[src/hw/isp_ctl_map.vh]
`ifndef ISP_CTL_MAP_VH
`define ISP_CTL_MAP_VH
// Behaviour
// - flash operations start, and programming is entered and left, only while the core idles; a software reset leaves programming at any time
// - with programming enabled, idle then interrupt wake-up enters programming mode
// - programming enable at zero keeps flash read-only, no operation starts
// - wake-up with programming enabled from application bank runs the handler from loader
// - switching from application to loader bank clears the program counter
// - control bits 0, 1 and 7 all set cause a software reset of the cpu
// - software reset behaves like power-on reset and samples the straps again, rebooting into loader if a strap asks for it
// - control bit 7 reads one while running in boot-from-loader mode
// - control bit 4 enables the auxiliary ram
// - control bit 1 tells where the loader runs and which bank is the target
// - command bit 6 picks the target bank: application at 0, loader at 1
// - codes 0010 erase, 0001 program, 0000 read with matching output and chip enable
// - address bytes feed program and read; erase ignores the address
// - data register supplies program data and receives read data
// - after power-on boot from application bank unless the strap asks for loader
// - strap: port 2 bits 7 and 6 both low, or port 4 bit 3 low
// - control register writable only after unlock bytes 87 then 59

// ----------------------------------------
// special function register offsets
// ----------------------------------------
`define ISP_CONTROL_OFS 8'hBF
`define FLASH_COMMAND_OFS 8'hC7
`define FLASH_ADDRESS_HIGH_OFS 8'hC4
`define FLASH_ADDRESS_LOW_OFS 8'hC5
`define FLASH_DATA_OFS 8'hC6
`define CONTROL_UNLOCK_OFS 8'hF6

// ----------------------------------------
// field positions
// ----------------------------------------
`define CTL_PROG_EN_BIT 0
`define CTL_LOC_SEL_BIT 1
`define CTL_AUX_RAM_BIT 4
`define CTL_REBOOT_BIT 7
`define CMD_BANK_BIT 6
`define CMD_OE_BIT 5
`define CMD_CE_BIT 4
`define CTL_WRITE_MASK 8'h13

// ----------------------------------------
// reset values, keys and codes
// ----------------------------------------
`define ISP_CONTROL_RST 8'h00
`define FLASH_COMMAND_RST 8'h00
`define FLASH_BYTE_RST 8'h00
`define UNLOCK_KEY_FIRST 8'h87
`define UNLOCK_KEY_SECOND 8'h59
`define CODE_ERASE 4'h2
`define CODE_PROGRAM 4'h1
`define CODE_READ 4'h0
`define STRAP_SETTLE_CYCLES 3'h4
`endif

[src/hw/isp_ctl.v]
`include "isp_ctl_map.vh"

module isp_ctl (
  // clock and reset
  input wire core_clk_i,
  input wire resetn_i,
  // special function register port
  input wire [7:0] sfr_addr_i,
  input wire [7:0] sfr_wdata_i,
  input wire sfr_wr_i,
  input wire sfr_rd_i,
  output reg [7:0] sfr_rdata_o,
  // core status and control
  input wire cpu_idle_i,
  input wire wake_i,
  output reg core_reset_o,
  output reg core_hold_o,
  output reg pc_clear_o,
  output reg exec_from_loader_o,
  output reg aux_ram_enable_o,
  output reg isp_mode_o,
  // flash array
  output reg flash_start_o,
  output reg flash_bank_o,
  output reg [3:0] flash_ctrl_o,
  output reg flash_output_enable_o,
  output reg flash_chip_enable_o,
  output reg [15:0] flash_addr_o,
  output reg [7:0] flash_wdata_o,
  input wire [7:0] flash_rdata_i,
  input wire flash_done_i,
  // boot straps
  input wire p27_i,
  input wire p26_i,
  input wire p43_i
);

  localparam ST_WAIT = 1'b0;
  localparam ST_RUN = 1'b1;
  localparam UL_CLOSED = 2'h0;
  localparam UL_HALF = 2'h1;
  localparam UL_OPEN = 2'h2;

  // valid operation codes with their enables
  function op_valid;
    input [7:0] cmd;
    begin
      case (cmd[3:0])
        `CODE_ERASE: op_valid = cmd[`CMD_OE_BIT] & ~cmd[`CMD_CE_BIT];
        `CODE_PROGRAM: op_valid = cmd[`CMD_OE_BIT] & ~cmd[`CMD_CE_BIT];
        `CODE_READ: op_valid = ~cmd[`CMD_OE_BIT] & ~cmd[`CMD_CE_BIT];
        default: op_valid = 1'b0;
      endcase
    end
  endfunction

  // strobe aimed at one register offset
  function reg_hit;
    input strobe;
    input [7:0] addr;
    input [7:0] ofs;
    begin
      reg_hit = strobe && addr == ofs;
    end
  endfunction

  reg [7:0] control_r;
  reg [7:0] command_r;
  reg [7:0] addr_hi_r;
  reg [7:0] addr_lo_r;
  reg [7:0] data_r;
  reg [1:0] unlock_r;
  reg state_r;
  reg pending_r;
  reg boot_from_loader_r;
  reg soft_rst_r;
  reg [2:0] settle_r;
  wire [2:0] strap_lvl;
  wire rst_all;
  wire wr_ctl;
  wire wr_cmd;
  wire reboot_req;
  wire prog_en;
  wire bank_ok;
  wire can_start;
  wire strap_hit;
  wire wr_unlock;
  wire wr_addr_hi;
  wire wr_addr_lo;
  wire wr_data;
  wire op_done;
  wire [3:0] cmd_code;
  wire [15:0] addr_word;

  strap_sync #(.WIDTH(3)) strap_sync_inst (
    .core_clk_i(core_clk_i),
    .resetn_i(resetn_i),
    .pin_i({p43_i, p27_i, p26_i}),
    .level_o(strap_lvl)
  );

  // soft reboot folds into the same synchronous reset as the pin
  assign rst_all = !resetn_i | soft_rst_r;

  // ----------------------------------------
  // register decode
  // ----------------------------------------
  // one decode per register; each write strobe is combinational and stays high as long as sfr_wr_i does
  assign wr_ctl = reg_hit(sfr_wr_i, sfr_addr_i, `ISP_CONTROL_OFS)
    && unlock_r == UL_OPEN;
  assign wr_cmd = reg_hit(sfr_wr_i, sfr_addr_i, `FLASH_COMMAND_OFS);
  assign wr_unlock = reg_hit(sfr_wr_i, sfr_addr_i, `CONTROL_UNLOCK_OFS);
  assign wr_addr_hi = reg_hit(sfr_wr_i, sfr_addr_i, `FLASH_ADDRESS_HIGH_OFS);
  assign wr_addr_lo = reg_hit(sfr_wr_i, sfr_addr_i, `FLASH_ADDRESS_LOW_OFS);
  assign wr_data = reg_hit(sfr_wr_i, sfr_addr_i, `FLASH_DATA_OFS);
  assign op_done = state_r == ST_RUN && flash_done_i;
  assign cmd_code = command_r[3:0];
  assign addr_word = {addr_hi_r, addr_lo_r};
  assign reboot_req = wr_ctl && sfr_wdata_i[`CTL_REBOOT_BIT] && sfr_wdata_i[`CTL_LOC_SEL_BIT]
    && sfr_wdata_i[`CTL_PROG_EN_BIT];
  assign prog_en = control_r[`CTL_PROG_EN_BIT];
  // never rewrite the bank the loader is running from
  assign bank_ok = command_r[`CMD_BANK_BIT] != control_r[`CTL_LOC_SEL_BIT];
  assign can_start = isp_mode_o && prog_en && cpu_idle_i && pending_r && bank_ok
    && op_valid(command_r);
  assign strap_hit = (!strap_lvl[2]) || (!strap_lvl[1] && !strap_lvl[0]);

  // ----------------------------------------
  // soft reboot pulse
  // ----------------------------------------
  always @(posedge core_clk_i) begin
    if (!resetn_i) begin
      soft_rst_r <= 1'b0;
      core_reset_o <= 1'b0;
    end else begin
      soft_rst_r <= reboot_req && !soft_rst_r;
      core_reset_o <= reboot_req && !soft_rst_r;
    end
  end

  // ----------------------------------------
  // strap capture after reset release
  // ----------------------------------------
  // the cpu is held until the pins have passed the synchroniser,
  // so a pressed strap cannot be missed by the first fetch
  always @(posedge core_clk_i) begin
    if (rst_all) begin
      settle_r <= 3'h0;
      core_hold_o <= 1'b1;
      boot_from_loader_r <= 1'b0;
    end else if (core_hold_o) begin
      if (settle_r == `STRAP_SETTLE_CYCLES) begin
        core_hold_o <= 1'b0;
        boot_from_loader_r <= strap_hit;
      end else begin
        settle_r <= settle_r + 3'h1;
      end
    end
  end

  // ----------------------------------------
  // register writes
  // ----------------------------------------
  always @(posedge core_clk_i) begin
    if (rst_all) begin
      control_r <= `ISP_CONTROL_RST;
      command_r <= `FLASH_COMMAND_RST;
      addr_hi_r <= `FLASH_BYTE_RST;
      addr_lo_r <= `FLASH_BYTE_RST;
      unlock_r <= UL_CLOSED;
    end else begin
      if (wr_unlock) begin
        if (sfr_wdata_i == `UNLOCK_KEY_FIRST) begin
          unlock_r <= UL_HALF;
        end else if (sfr_wdata_i == `UNLOCK_KEY_SECOND && unlock_r == UL_HALF) begin
          unlock_r <= UL_OPEN;
        end else begin
          unlock_r <= UL_CLOSED;
        end
      end
      // bits 7, 6, 5, 3, 2 are not stored
      if (wr_ctl) begin
        control_r <= sfr_wdata_i & `CTL_WRITE_MASK;
      end
      if (wr_cmd) begin
        command_r <= {1'b0, sfr_wdata_i[6:0]};
      end
      if (wr_addr_hi) begin
        addr_hi_r <= sfr_wdata_i;
      end
      if (wr_addr_lo) begin
        addr_lo_r <= sfr_wdata_i;
      end
    end
  end

  // ----------------------------------------
  // programming mode and bank switch
  // ----------------------------------------
  always @(posedge core_clk_i) begin
    if (rst_all) begin
      isp_mode_o <= 1'b0;
      exec_from_loader_o <= 1'b0;
      pc_clear_o <= 1'b0;
      aux_ram_enable_o <= 1'b0;
    end else begin
      pc_clear_o <= 1'b0;
      aux_ram_enable_o <= control_r[`CTL_AUX_RAM_BIT];
      if (core_hold_o) begin
        exec_from_loader_o <= 1'b0;
        if (settle_r == `STRAP_SETTLE_CYCLES && strap_hit) begin
          exec_from_loader_o <= 1'b1;
        end
      end else if (!prog_en) begin
        // a running core may still fetch from flash, so leaving waits for idle as well
        if (cpu_idle_i) begin
          isp_mode_o <= 1'b0;
        end
      end else if (cpu_idle_i && wake_i) begin
        isp_mode_o <= 1'b1;
        if (!exec_from_loader_o) begin
          exec_from_loader_o <= 1'b1;
          pc_clear_o <= 1'b1;
        end
      end
    end
  end

  // ----------------------------------------
  // flash operation sequencer
  // ----------------------------------------
  always @(posedge core_clk_i) begin
    if (rst_all) begin
      state_r <= ST_WAIT;
      pending_r <= 1'b0;
      data_r <= `FLASH_BYTE_RST;
      flash_start_o <= 1'b0;
      flash_bank_o <= 1'b0;
      flash_ctrl_o <= `CODE_READ;
      flash_output_enable_o <= 1'b0;
      flash_chip_enable_o <= 1'b1;
      flash_addr_o <= 16'h0000;
      flash_wdata_o <= `FLASH_BYTE_RST;
    end else begin
      flash_start_o <= 1'b0;
      if (wr_data) begin
        data_r <= sfr_wdata_i;
      end
      case (state_r)
        ST_WAIT: begin
          if (can_start) begin
            state_r <= ST_RUN;
            flash_start_o <= 1'b1;
            flash_bank_o <= command_r[`CMD_BANK_BIT];
            flash_ctrl_o <= cmd_code;
            flash_output_enable_o <= command_r[`CMD_OE_BIT];
            flash_chip_enable_o <= command_r[`CMD_CE_BIT];
            flash_wdata_o <= data_r;
            if (cmd_code == `CODE_ERASE) begin
              flash_addr_o <= 16'h0000;
            end else begin
              flash_addr_o <= addr_word;
            end
          end
        end
        ST_RUN: begin
          // an operation in flight is never cut short by the core waking
          if (flash_done_i) begin
            state_r <= ST_WAIT;
            flash_chip_enable_o <= 1'b1;
            if (flash_ctrl_o == `CODE_READ) begin
              data_r <= flash_rdata_i;
            end
          end
        end
        default: begin
          state_r <= ST_WAIT;
        end
      endcase
      // a new command wins over the completion clearing the old one
      if (wr_cmd) begin
        pending_r <= 1'b1;
      end else if (op_done) begin
        pending_r <= 1'b0;
      end
    end
  end

  // ----------------------------------------
  // register reads, one cycle after the strobe
  // ----------------------------------------
  always @(posedge core_clk_i) begin
    if (rst_all) begin
      sfr_rdata_o <= 8'h00;
    end else if (sfr_rd_i) begin
      case (sfr_addr_i)
        `ISP_CONTROL_OFS: sfr_rdata_o <= {boot_from_loader_r, control_r[6:0]};
        `FLASH_COMMAND_OFS: sfr_rdata_o <= command_r;
        `FLASH_ADDRESS_HIGH_OFS: sfr_rdata_o <= addr_hi_r;
        `FLASH_ADDRESS_LOW_OFS: sfr_rdata_o <= addr_lo_r;
        `FLASH_DATA_OFS: sfr_rdata_o <= data_r;
        default: sfr_rdata_o <= 8'h00;
      endcase
    end
  end

endmodule // isp_ctl

[src/hw/strap_sync.v]
module strap_sync #(
  parameter WIDTH = 3
) (
  // clock and reset
  input wire core_clk_i,
  input wire resetn_i,
  // raw pins
  input wire [WIDTH-1:0] pin_i,
  // filtered levels
  output reg [WIDTH-1:0] level_o
);

  reg [WIDTH-1:0] s1_r;
  reg [WIDTH-1:0] s2_r;
  reg [WIDTH-1:0] s3_r;
  integer k;

  // ----------------------------------------
  // three stages, a change counts once stage two and three agree
  // ----------------------------------------
  always @(posedge core_clk_i) begin
    s1_r <= pin_i;
    s2_r <= s1_r;
    s3_r <= s2_r;
    if (!resetn_i) begin
      level_o <= {WIDTH{1'b1}};
    end else begin
      for (k = 0; k < WIDTH; k = k + 1) begin
        if (s2_r[k] == s3_r[k]) begin
          level_o[k] <= s3_r[k];
        end
      end
    end
  end

endmodule // strap_sync

[config.mk]
export PLATFORM = sky130hd
export DESIGN_NAME = isp_ctl
export DESIGN_NICKNAME = d
export VERILOG_FILES = /design/src/hw/isp_ctl.v /design/src/hw/strap_sync.v
export VERILOG_INCLUDE_DIRS = /design/src /design/src/hw
export SDC_FILE = /design/constraint.sdc
export NUM_CORES = 1
export LEC_CHECK = 0
export BUFFER_PORTS_ARGS = -buffer_cell sky130_fd_sc_hd__buf_2
export CAP_MARGIN = 20
export CORE_MARGIN = 5
export CORE_UTILIZATION = 54
export DETAILED_ROUTE_END_ITERATION = 7
export PLACE_DENSITY_LB_ADDON = 0.15
export REMOVE_ABC_BUFFERS = 1
export SLEW_MARGIN = 15
export SYNTH_ARGS = -nofsm -noshare
export SYNTH_HDL_FRONTEND = slang
export SYNTH_SLANG_ARGS = --single-unit
export TNS_END_PERCENT = 10
[constraint.sdc]
create_clock -name core_clk_i -period 2.05 [get_ports core_clk_i]
set_input_delay 0 -clock core_clk_i [delete_from_list [all_inputs] [get_ports core_clk_i]]
set_output_delay 0 -clock core_clk_i [all_outputs]
set_load 0.02 [all_outputs]
==> results of run 1 <==
## flip-flops by register name, summed over array words and instances, names as in the netlist, 4 cells and up
register       cells
addr_hi_r          8
addr_lo_r          8
command_r          7
data_r             8
flash_addr_o      16
flash_ctrl_o       4
flash_wdata_o      8
sfr_rdata_o        8
## per-stage QoR
| stage | power, W | TNS (ps) | cell area [sq um] |
|---|---|---|---|
| 2_1_floorplan | 0.00218 | -3960 | 3840 |
| 3_3_place_gp | 0.00228 | 0 | 4420 |
| 3_5_place_dp | 0.00230 | 0 | 4420 |
| 4_1_cts | 0.00354 | 0 | 4850 |
| 5_1_grt | 0.00366 | 0 | 4870 |
| 6_report | 0.00352 | 0 | 4870 |
## cells in the mapped netlist, types with 2 or more instances
master                     count
sky130_fd_sc_hd__a22oi_1       3
sky130_fd_sc_hd__nand4_2       2
sky130_fd_sc_hd__and3_1        8
sky130_fd_sc_hd__mux4_2        3
sky130_fd_sc_hd__a22o_1        6
sky130_fd_sc_hd__nand2b_1      2
sky130_fd_sc_hd__xnor2_1       2
sky130_fd_sc_hd__o221a_2       3
sky130_fd_sc_hd__a221o_1       3
sky130_fd_sc_hd__mux2i_1      35
sky130_fd_sc_hd__nor2b_1       3
sky130_fd_sc_hd__nor4bb_1      2
sky130_fd_sc_hd__a21oi_1      36
sky130_fd_sc_hd__a22o_2       10
sky130_fd_sc_hd__o21ai_0      29
sky130_fd_sc_hd__mux2_2        3
sky130_fd_sc_hd__inv_1         3
sky130_fd_sc_hd__clkbuf_1     15
sky130_fd_sc_hd__nor3b_1       2
sky130_fd_sc_hd__nand3_1      19
sky130_fd_sc_hd__nor2_1       39
sky130_fd_sc_hd__buf_2         4
sky130_fd_sc_hd__nor4_1        3
sky130_fd_sc_hd__dfxtp_1     100
sky130_fd_sc_hd__nand4_1       5
sky130_fd_sc_hd__and2_1        6
sky130_fd_sc_hd__nand2_1      19
sky130_fd_sc_hd__and4bb_2      2
sky130_fd_sc_hd__ha_1          2
## final cells by class
type,instances,area [sq um],share of cell area [%]
inverters,4,15.0,0.308
multi-input cells,266,1830,37.5
repair buffers,112,716,14.7
flip-flops and latches,100,2000,41.1
clock buffers,9,124,2.54
clock inverters,6,65.1,1.34
well taps,99,124,2.54
## power by group through the flow
| stage | logic (W) | registers (W) | clock network, W |
|---|---|---|---|
| 2_1_floorplan | 0.000125 | 0.00205 | 0 |
| 3_3_place_gp | 0.000231 | 0.00205 | 0 |
| 3_5_place_dp | 0.000241 | 0.00205 | 0 |
| 4_1_cts | 0.000276 | 0.00201 | 0.00125 |
| 5_1_grt | 0.000307 | 0.00201 | 0.00133 |
| 6_report | 0.000276 | 0.00201 | 0.00124 |
## worst max path at each step
stage / to / slack [ps]
6_report: pc_clear_o / 110
5_1_grt: pc_clear_o / 10
2_1_floorplan: flash_addr_o[10] / -240
3_3_place_gp: flash_addr_o[8] / 200
3_5_place_dp: flash_addr_o[5] / 80
4_1_cts: flash_addr_o[5] / 60
## per-layer routing
| metal | vias up | share of wire, % | global-route usage (%) |
|---|---|---|---|
| met5 | - | 0 | 0 |
| met4 | 0 | 2.6 | 11.1 |
| met3 | 21 | 5.4 | 4.03 |
| met2 | 118 | 46 | 37.3 |
| met1 | 1595 | 46 | 31.3 |
| li1 | 1634 | - | - |
## timing repair
item                                    4_1_cts  5_1_grt
endpoints found under the hold margin        41        0
buffers inserted                              0        1
endpoints found under the setup margin        0       16
hold buffers                                 24        0
## critical path, delay by kind of cell, from the launching register on
| family | cells | cell delay, ps |
|---|---|---|
| buf+inv | 2 | 1050 |
| simple gates | 2 | 420 |
| flops | 1 | 350 |
## cell families after synthesis
logic type | after synthesis | share of synthesized area, %
AO/OA/AOI/OAI | 96 | 15.8
flip-flops | 100 | 50.9
multiplexers | 42 | 12.2
AND/OR/NAND/NOR | 123 | 17.1
adder cells (fa/ha/maj) | 2 | 0.636
buffers and inverters | 25 | 2.70
XOR/XNOR | 3 | 0.668
==> flow_summary.ini, run 1 <==
[hold_path]
hold_path.class = in2reg
min-delay-start = sfr_wdata_i[4]
min_path_cells = 3
min_delay_worst_endpoint = addr_lo_r[4]

[global_route]
wire_length_of_the_first_global_routing_pass_microns = 16400
pin_count_of_the_biggest_net_entering_global_routing = 43
antenna_violations_before_repair = 0
grt_usage_pct = 23.6
gr-total-overflow = 0
via_count_of_the_first_global_routing_pass = 3332

[routing]
detail_route.iter0.violations = 235
detailroute.via_count = 3368
drt_pass1_iterations = 6
route.detailed.vias_per_inst = 5.65
antenna_left = 0
drc = 0
route.final.wire_length_microns = 10200
wl_per_cell_microns = 17.2

[clock_tree]
post_cts_resized = 0
max-clock-path-buffers = 2
clkTransAtPathRegs_ps = 100
h_tree_depth_reported_by_cts = 3
clock_tree.root_cell = sky130_fd_sc_hd__clkbuf_8
cts_tree = yes
cts_sinks = 100
insertion_delay_ps = 370
numCtsBuffers = 9

[logic_synthesis]
postSynthCellCount = 391
synth-seq-cells = 100
post_synth_main_area_contributors = sky130_fd_sc_hd__dfxtp_1 (51%), sky130_fd_sc_hd__mux2i_1 (8.9%), sky130_fd_sc_hd__a21oi_1 (4.6%)
synth.avg_cell_area_sq_um = 10.1
synth_top_cell_area_share_pct = 50.9
ys_dominant_reg_cell = sky130_fd_sc_hd__dfxtp_1
netlist-cell-type-count = 51
ys_seq_area_share_pct = 50.9
ys_async_sr_fraction_pct = 0
number_of_enable_flip_flop_cells_after_synthesis = 0
mappedNetlistArea_sq_mm = 0.00393
synth-warning-count = 0
yosysTopAreaCell = sky130_fd_sc_hd__dfxtp_1

[floorplan]
effective_utilization_at_floorplan_pct = 54.8
io_pins = 80
floorplan.die.height_microns = 95.4
floorplan.die_area_sq_mm = 0.00909
die-width_microns = 95.4
rows = 31
core-area_sq_mm = 0.00718

[pwr]
total_switching_power_w = 0.000863
internal_power_w = 0.00266
cellLeakagePower_nw = 2.24
peakVddDrop_v = 0.000453
power.switching_fraction_pct = 24.5
pwr-share-seq_pct = 57.0
power-per-cell-area_mw_per_mm2 = 723
clkPwrFrac_pct = 35.2
combPwrFrac_pct = 7.8

[timing]
worst_slew_pin_slew_ps = 783
finalSetupViolCount = 0
max_clock_freq_mhz = 516
finalHoldViolations = 0
final_period_minus_worst_setup_slack_ps = 1940
grt_setup_unrepaired = no
timing.hold.ws_ps = 7.03
maxSlewViolCount = 0
layout_setup_ws_ps = 111
timing.slew.headroom_pct = 47.8
final.period_utilization_pct = 94.6
finClkSkew_ps = 12.8

[setup_path]
worst_setup_path_end_kind = flip-flop
crit_fanout = 42
ff2ff_setup_slack_ps = 110
criticalPathCategory = reg2reg
cp_cell_instances = nand2b_2 > buf_4 > nor4_1 > dlygate4sd3_1
worstPathArrival_ps = 2200
reg2regPathDepth = 4
critical-path-slowest-cell = sky130_fd_sc_hd__dlygate4sd3_1
worst_path_largest_cell_delay_ps = 570
worstReg2RegEnd = pc_clear_o
worst_r2r_startpoint = soft_rst_r
required_time_reported_for_the_critical_path_endpoint_ps = 2310
setup.worst_path.start_class = flip-flop
worst_setup_path_startpoint = soft_rst_r

[placement]
io_buffers = 79
globalplace.congestion = 0.829
dp_cells = 556
post-place-ws_ps = 83.1
post-dp-hpwl_microns = 7350

[finish]
drive_above_1_share_pct = 26.8
layout.cells.most_common_list = sky130_fd_sc_hd__dfxtp_1 (100), sky130_fd_sc_hd__buf_2 (79), sky130_fd_sc_hd__nor2_1 (39), sky130_fd_sc_hd__a21oi_1 (36), sky130_fd_sc_hd__mux2i_1 (35)
fillCellCount = 580
layout_commonest_cell = sky130_fd_sc_hd__dfxtp_1
post_layout_nonfiller_instances = 596
antenna_cells = 0
final_nets = 529
finish.utilization_pct = 67.9
area_delta_synth_final_pct = 23.9

[job]
cap_viol_max_count = 0

[outcome]
outcome = finished, final reports clean
Note: power is estimated with default switching activity, not from simulation.
==> run 2: changes to the inputs <==
--- a/config.mk
+++ b/config.mk
@@ -11,6 +11,7 @@
 export CORE_MARGIN = 5
 export CORE_UTILIZATION = 54
 export DETAILED_ROUTE_END_ITERATION = 7
+export HOLD_SLACK_MARGIN = 0.12
 export PLACE_DENSITY_LB_ADDON = 0.15
 export REMOVE_ABC_BUFFERS = 1
 export SLEW_MARGIN = 15
==> flow_summary.ini, run 2 (synthesis results as in run 1) <==
[global_route]
pin_count_of_the_biggest_net_entering_global_routing = 43
grt_usage_pct = 24.0
grt_util_met1_pct = 31.5
use_met2_pct = 38.4
wire_length_of_the_first_global_routing_pass_microns = 16700
grt_util_met3_pct = 3.95
gr-total-overflow = 0
via_count_of_the_first_global_routing_pass = 3429
globalRoute.busiestLayer = met2
antenna_violations_before_repair = 0

[timing]
final.period_utilization_pct = 94.7
timing.slew.headroom_pct = 47.6
finalHoldViolations = 0
max_clock_freq_mhz = 515
final_period_minus_worst_setup_slack_ps = 1940
finClkSkew_ps = 13.8
finalSetupTns_ps = 0
grt_setup_unrepaired = no
maxSlewViolCount = 0
finalSetupViolCount = 0
worst_slew_pin_slew_ps = 786

[finish]
layout.cells.most_common_list = sky130_fd_sc_hd__dfxtp_1 (100), sky130_fd_sc_hd__buf_2 (79), sky130_fd_sc_hd__nor2_1 (39), sky130_fd_sc_hd__a21oi_1 (36), sky130_fd_sc_hd__mux2i_1 (35)
area_delta_synth_final_pct = 26.8
largest_reg_flops = 16
layout_commonest_cell = sky130_fd_sc_hd__dfxtp_1
antenna_cells = 0
fillCellCount = 569
finish.utilization_pct = 69.5
largest_register_by_flop_count = flash_addr_o
postLayoutCellArea_sq_mm = 0.00499
final_nets = 539
drive_above_1_share_pct = 26.4

[floorplan]
floorplan.die.height_microns = 95.4
die-width_microns = 95.4
io_pins = 80
effective_utilization_at_floorplan_pct = 54.8
core-area_sq_mm = 0.00718
floorplan.die_area_sq_mm = 0.00909
rows = 31

[outcome]
outcome = finished, final reports clean

[routing]
antenna_left = 0
detailroute.via_count = 3427
detail_route.iter0.violations = 219
drt_pass1_iterations = 5
route.detailed.vias_per_inst = 5.66
drc = 0
route.final.wire_length_microns = 10400
wl_per_cell_microns = 17.2

[clock_tree]
clkTransAtPathRegs_ps = 100
clock_tree.root_cell = sky130_fd_sc_hd__clkbuf_8
cts_sinks = 100
numCtsBuffers = 9
h_tree_depth_reported_by_cts = 3
insertion_delay_ps = 370
max-clock-path-buffers = 2
cts_tree = yes

[hold_path]
hold_path.class = in2reg
min_delay_worst_endpoint = control_r[4]
min_path_cells = 5
min-delay-start = sfr_addr_i[4]

[setup_path]
worstReg2RegEnd = pc_clear_o
worst_r2r_startpoint = soft_rst_r
ff2ff_setup_slack_ps = 110
setup.worst_path.start_class = flip-flop
reg2regPathDepth = 4
criticalPathCategory = reg2reg
worst_setup_path_end_kind = flip-flop
required_time_reported_for_the_critical_path_endpoint_ps = 2310
worstPathArrival_ps = 2200
crit_fanout = 42

[job]
cap_viol_max_count = 0

[placement]
io_buffers = 79
post-dp-hpwl_microns = 7350
placement.cell_area_sq_mm = 0.00442
globalplace.congestion = 0.829

[pwr]
power-per-cell-area_mw_per_mm2 = 708
peakVddDrop_v = 0.000453
cellLeakagePower_nw = 2.30
[run 2: worst max-delay path by stage]
stage | start | end | slack, ps
finish | soft_rst_r | pc_clear_o | 110
global route | sfr_addr_i[6] | data_r[5] | 10
CTS | command_r[0] | flash_addr_o[5] | 60
detailed placement | command_r[0] | flash_addr_o[5] | 80
global placement | command_r[0] | flash_addr_o[8] | 200
floorplan | soft_rst_r | flash_addr_o[10] | -240
[run 2: layer usage]
layer / wire, microns / part of all wire, %
met5: 0 / 0
met4: 303 / 2.9
met3: 515 / 4.9
met2: 4810 / 46
met1: 4820 / 46
[run 2: cell type report]
type                            count  area (sq um)  area share [%]
Sequential cell                   100          2000            40.1
Tap cell                           99           124            2.48
Clock inverter                      6          65.1            1.30
Clock buffer                        9           124            2.48
Inverter                            4          15.0           0.301
Timing Repair Buffer              122           816            16.4
Multi-Input combinational cell    266          1840            36.9
[run 2: power breakdown]
group	switching [W]	total (W)	internal, W
logic	0.000158	0.000281	0.000123
registers	0.0000277	0.00201	0.00198
clock network	0.000681	0.00124	0.000560
total	0.000867	0.00353	0.00266
[run 2: what timing repair did]
item / in CTS / in global routing
gates resized for setup: 0 / 2
setup endpoints to repair: 0 / 24
endpoints found under the hold margin: 55 / 0
hold buffers: 34 / 0
buffers inserted: 0 / 1
[run 2: stage by stage]
stage                     cells  worst slack (ps)  total power (W)  hold slack, ps
final                       606               108          0.00353             130
after global routing        606              11.1          0.00366             130
after CTS                   605              61.3          0.00354             122
after detailed placement    556              83.1          0.00230             107
after global placement      556               201          0.00228             103
after floorplan             370              -238          0.00218            27.7
[run 2: worst max-delay path, cell delays in order, from the launching register on]
cell and delay, ps:
sky130_fd_sc_hd__dfxtp_1 350, sky130_fd_sc_hd__nand2b_2 320, sky130_fd_sc_hd__buf_4 480, sky130_fd_sc_hd__nor4_1 100, sky130_fd_sc_hd__dlygate4sd3_1 570
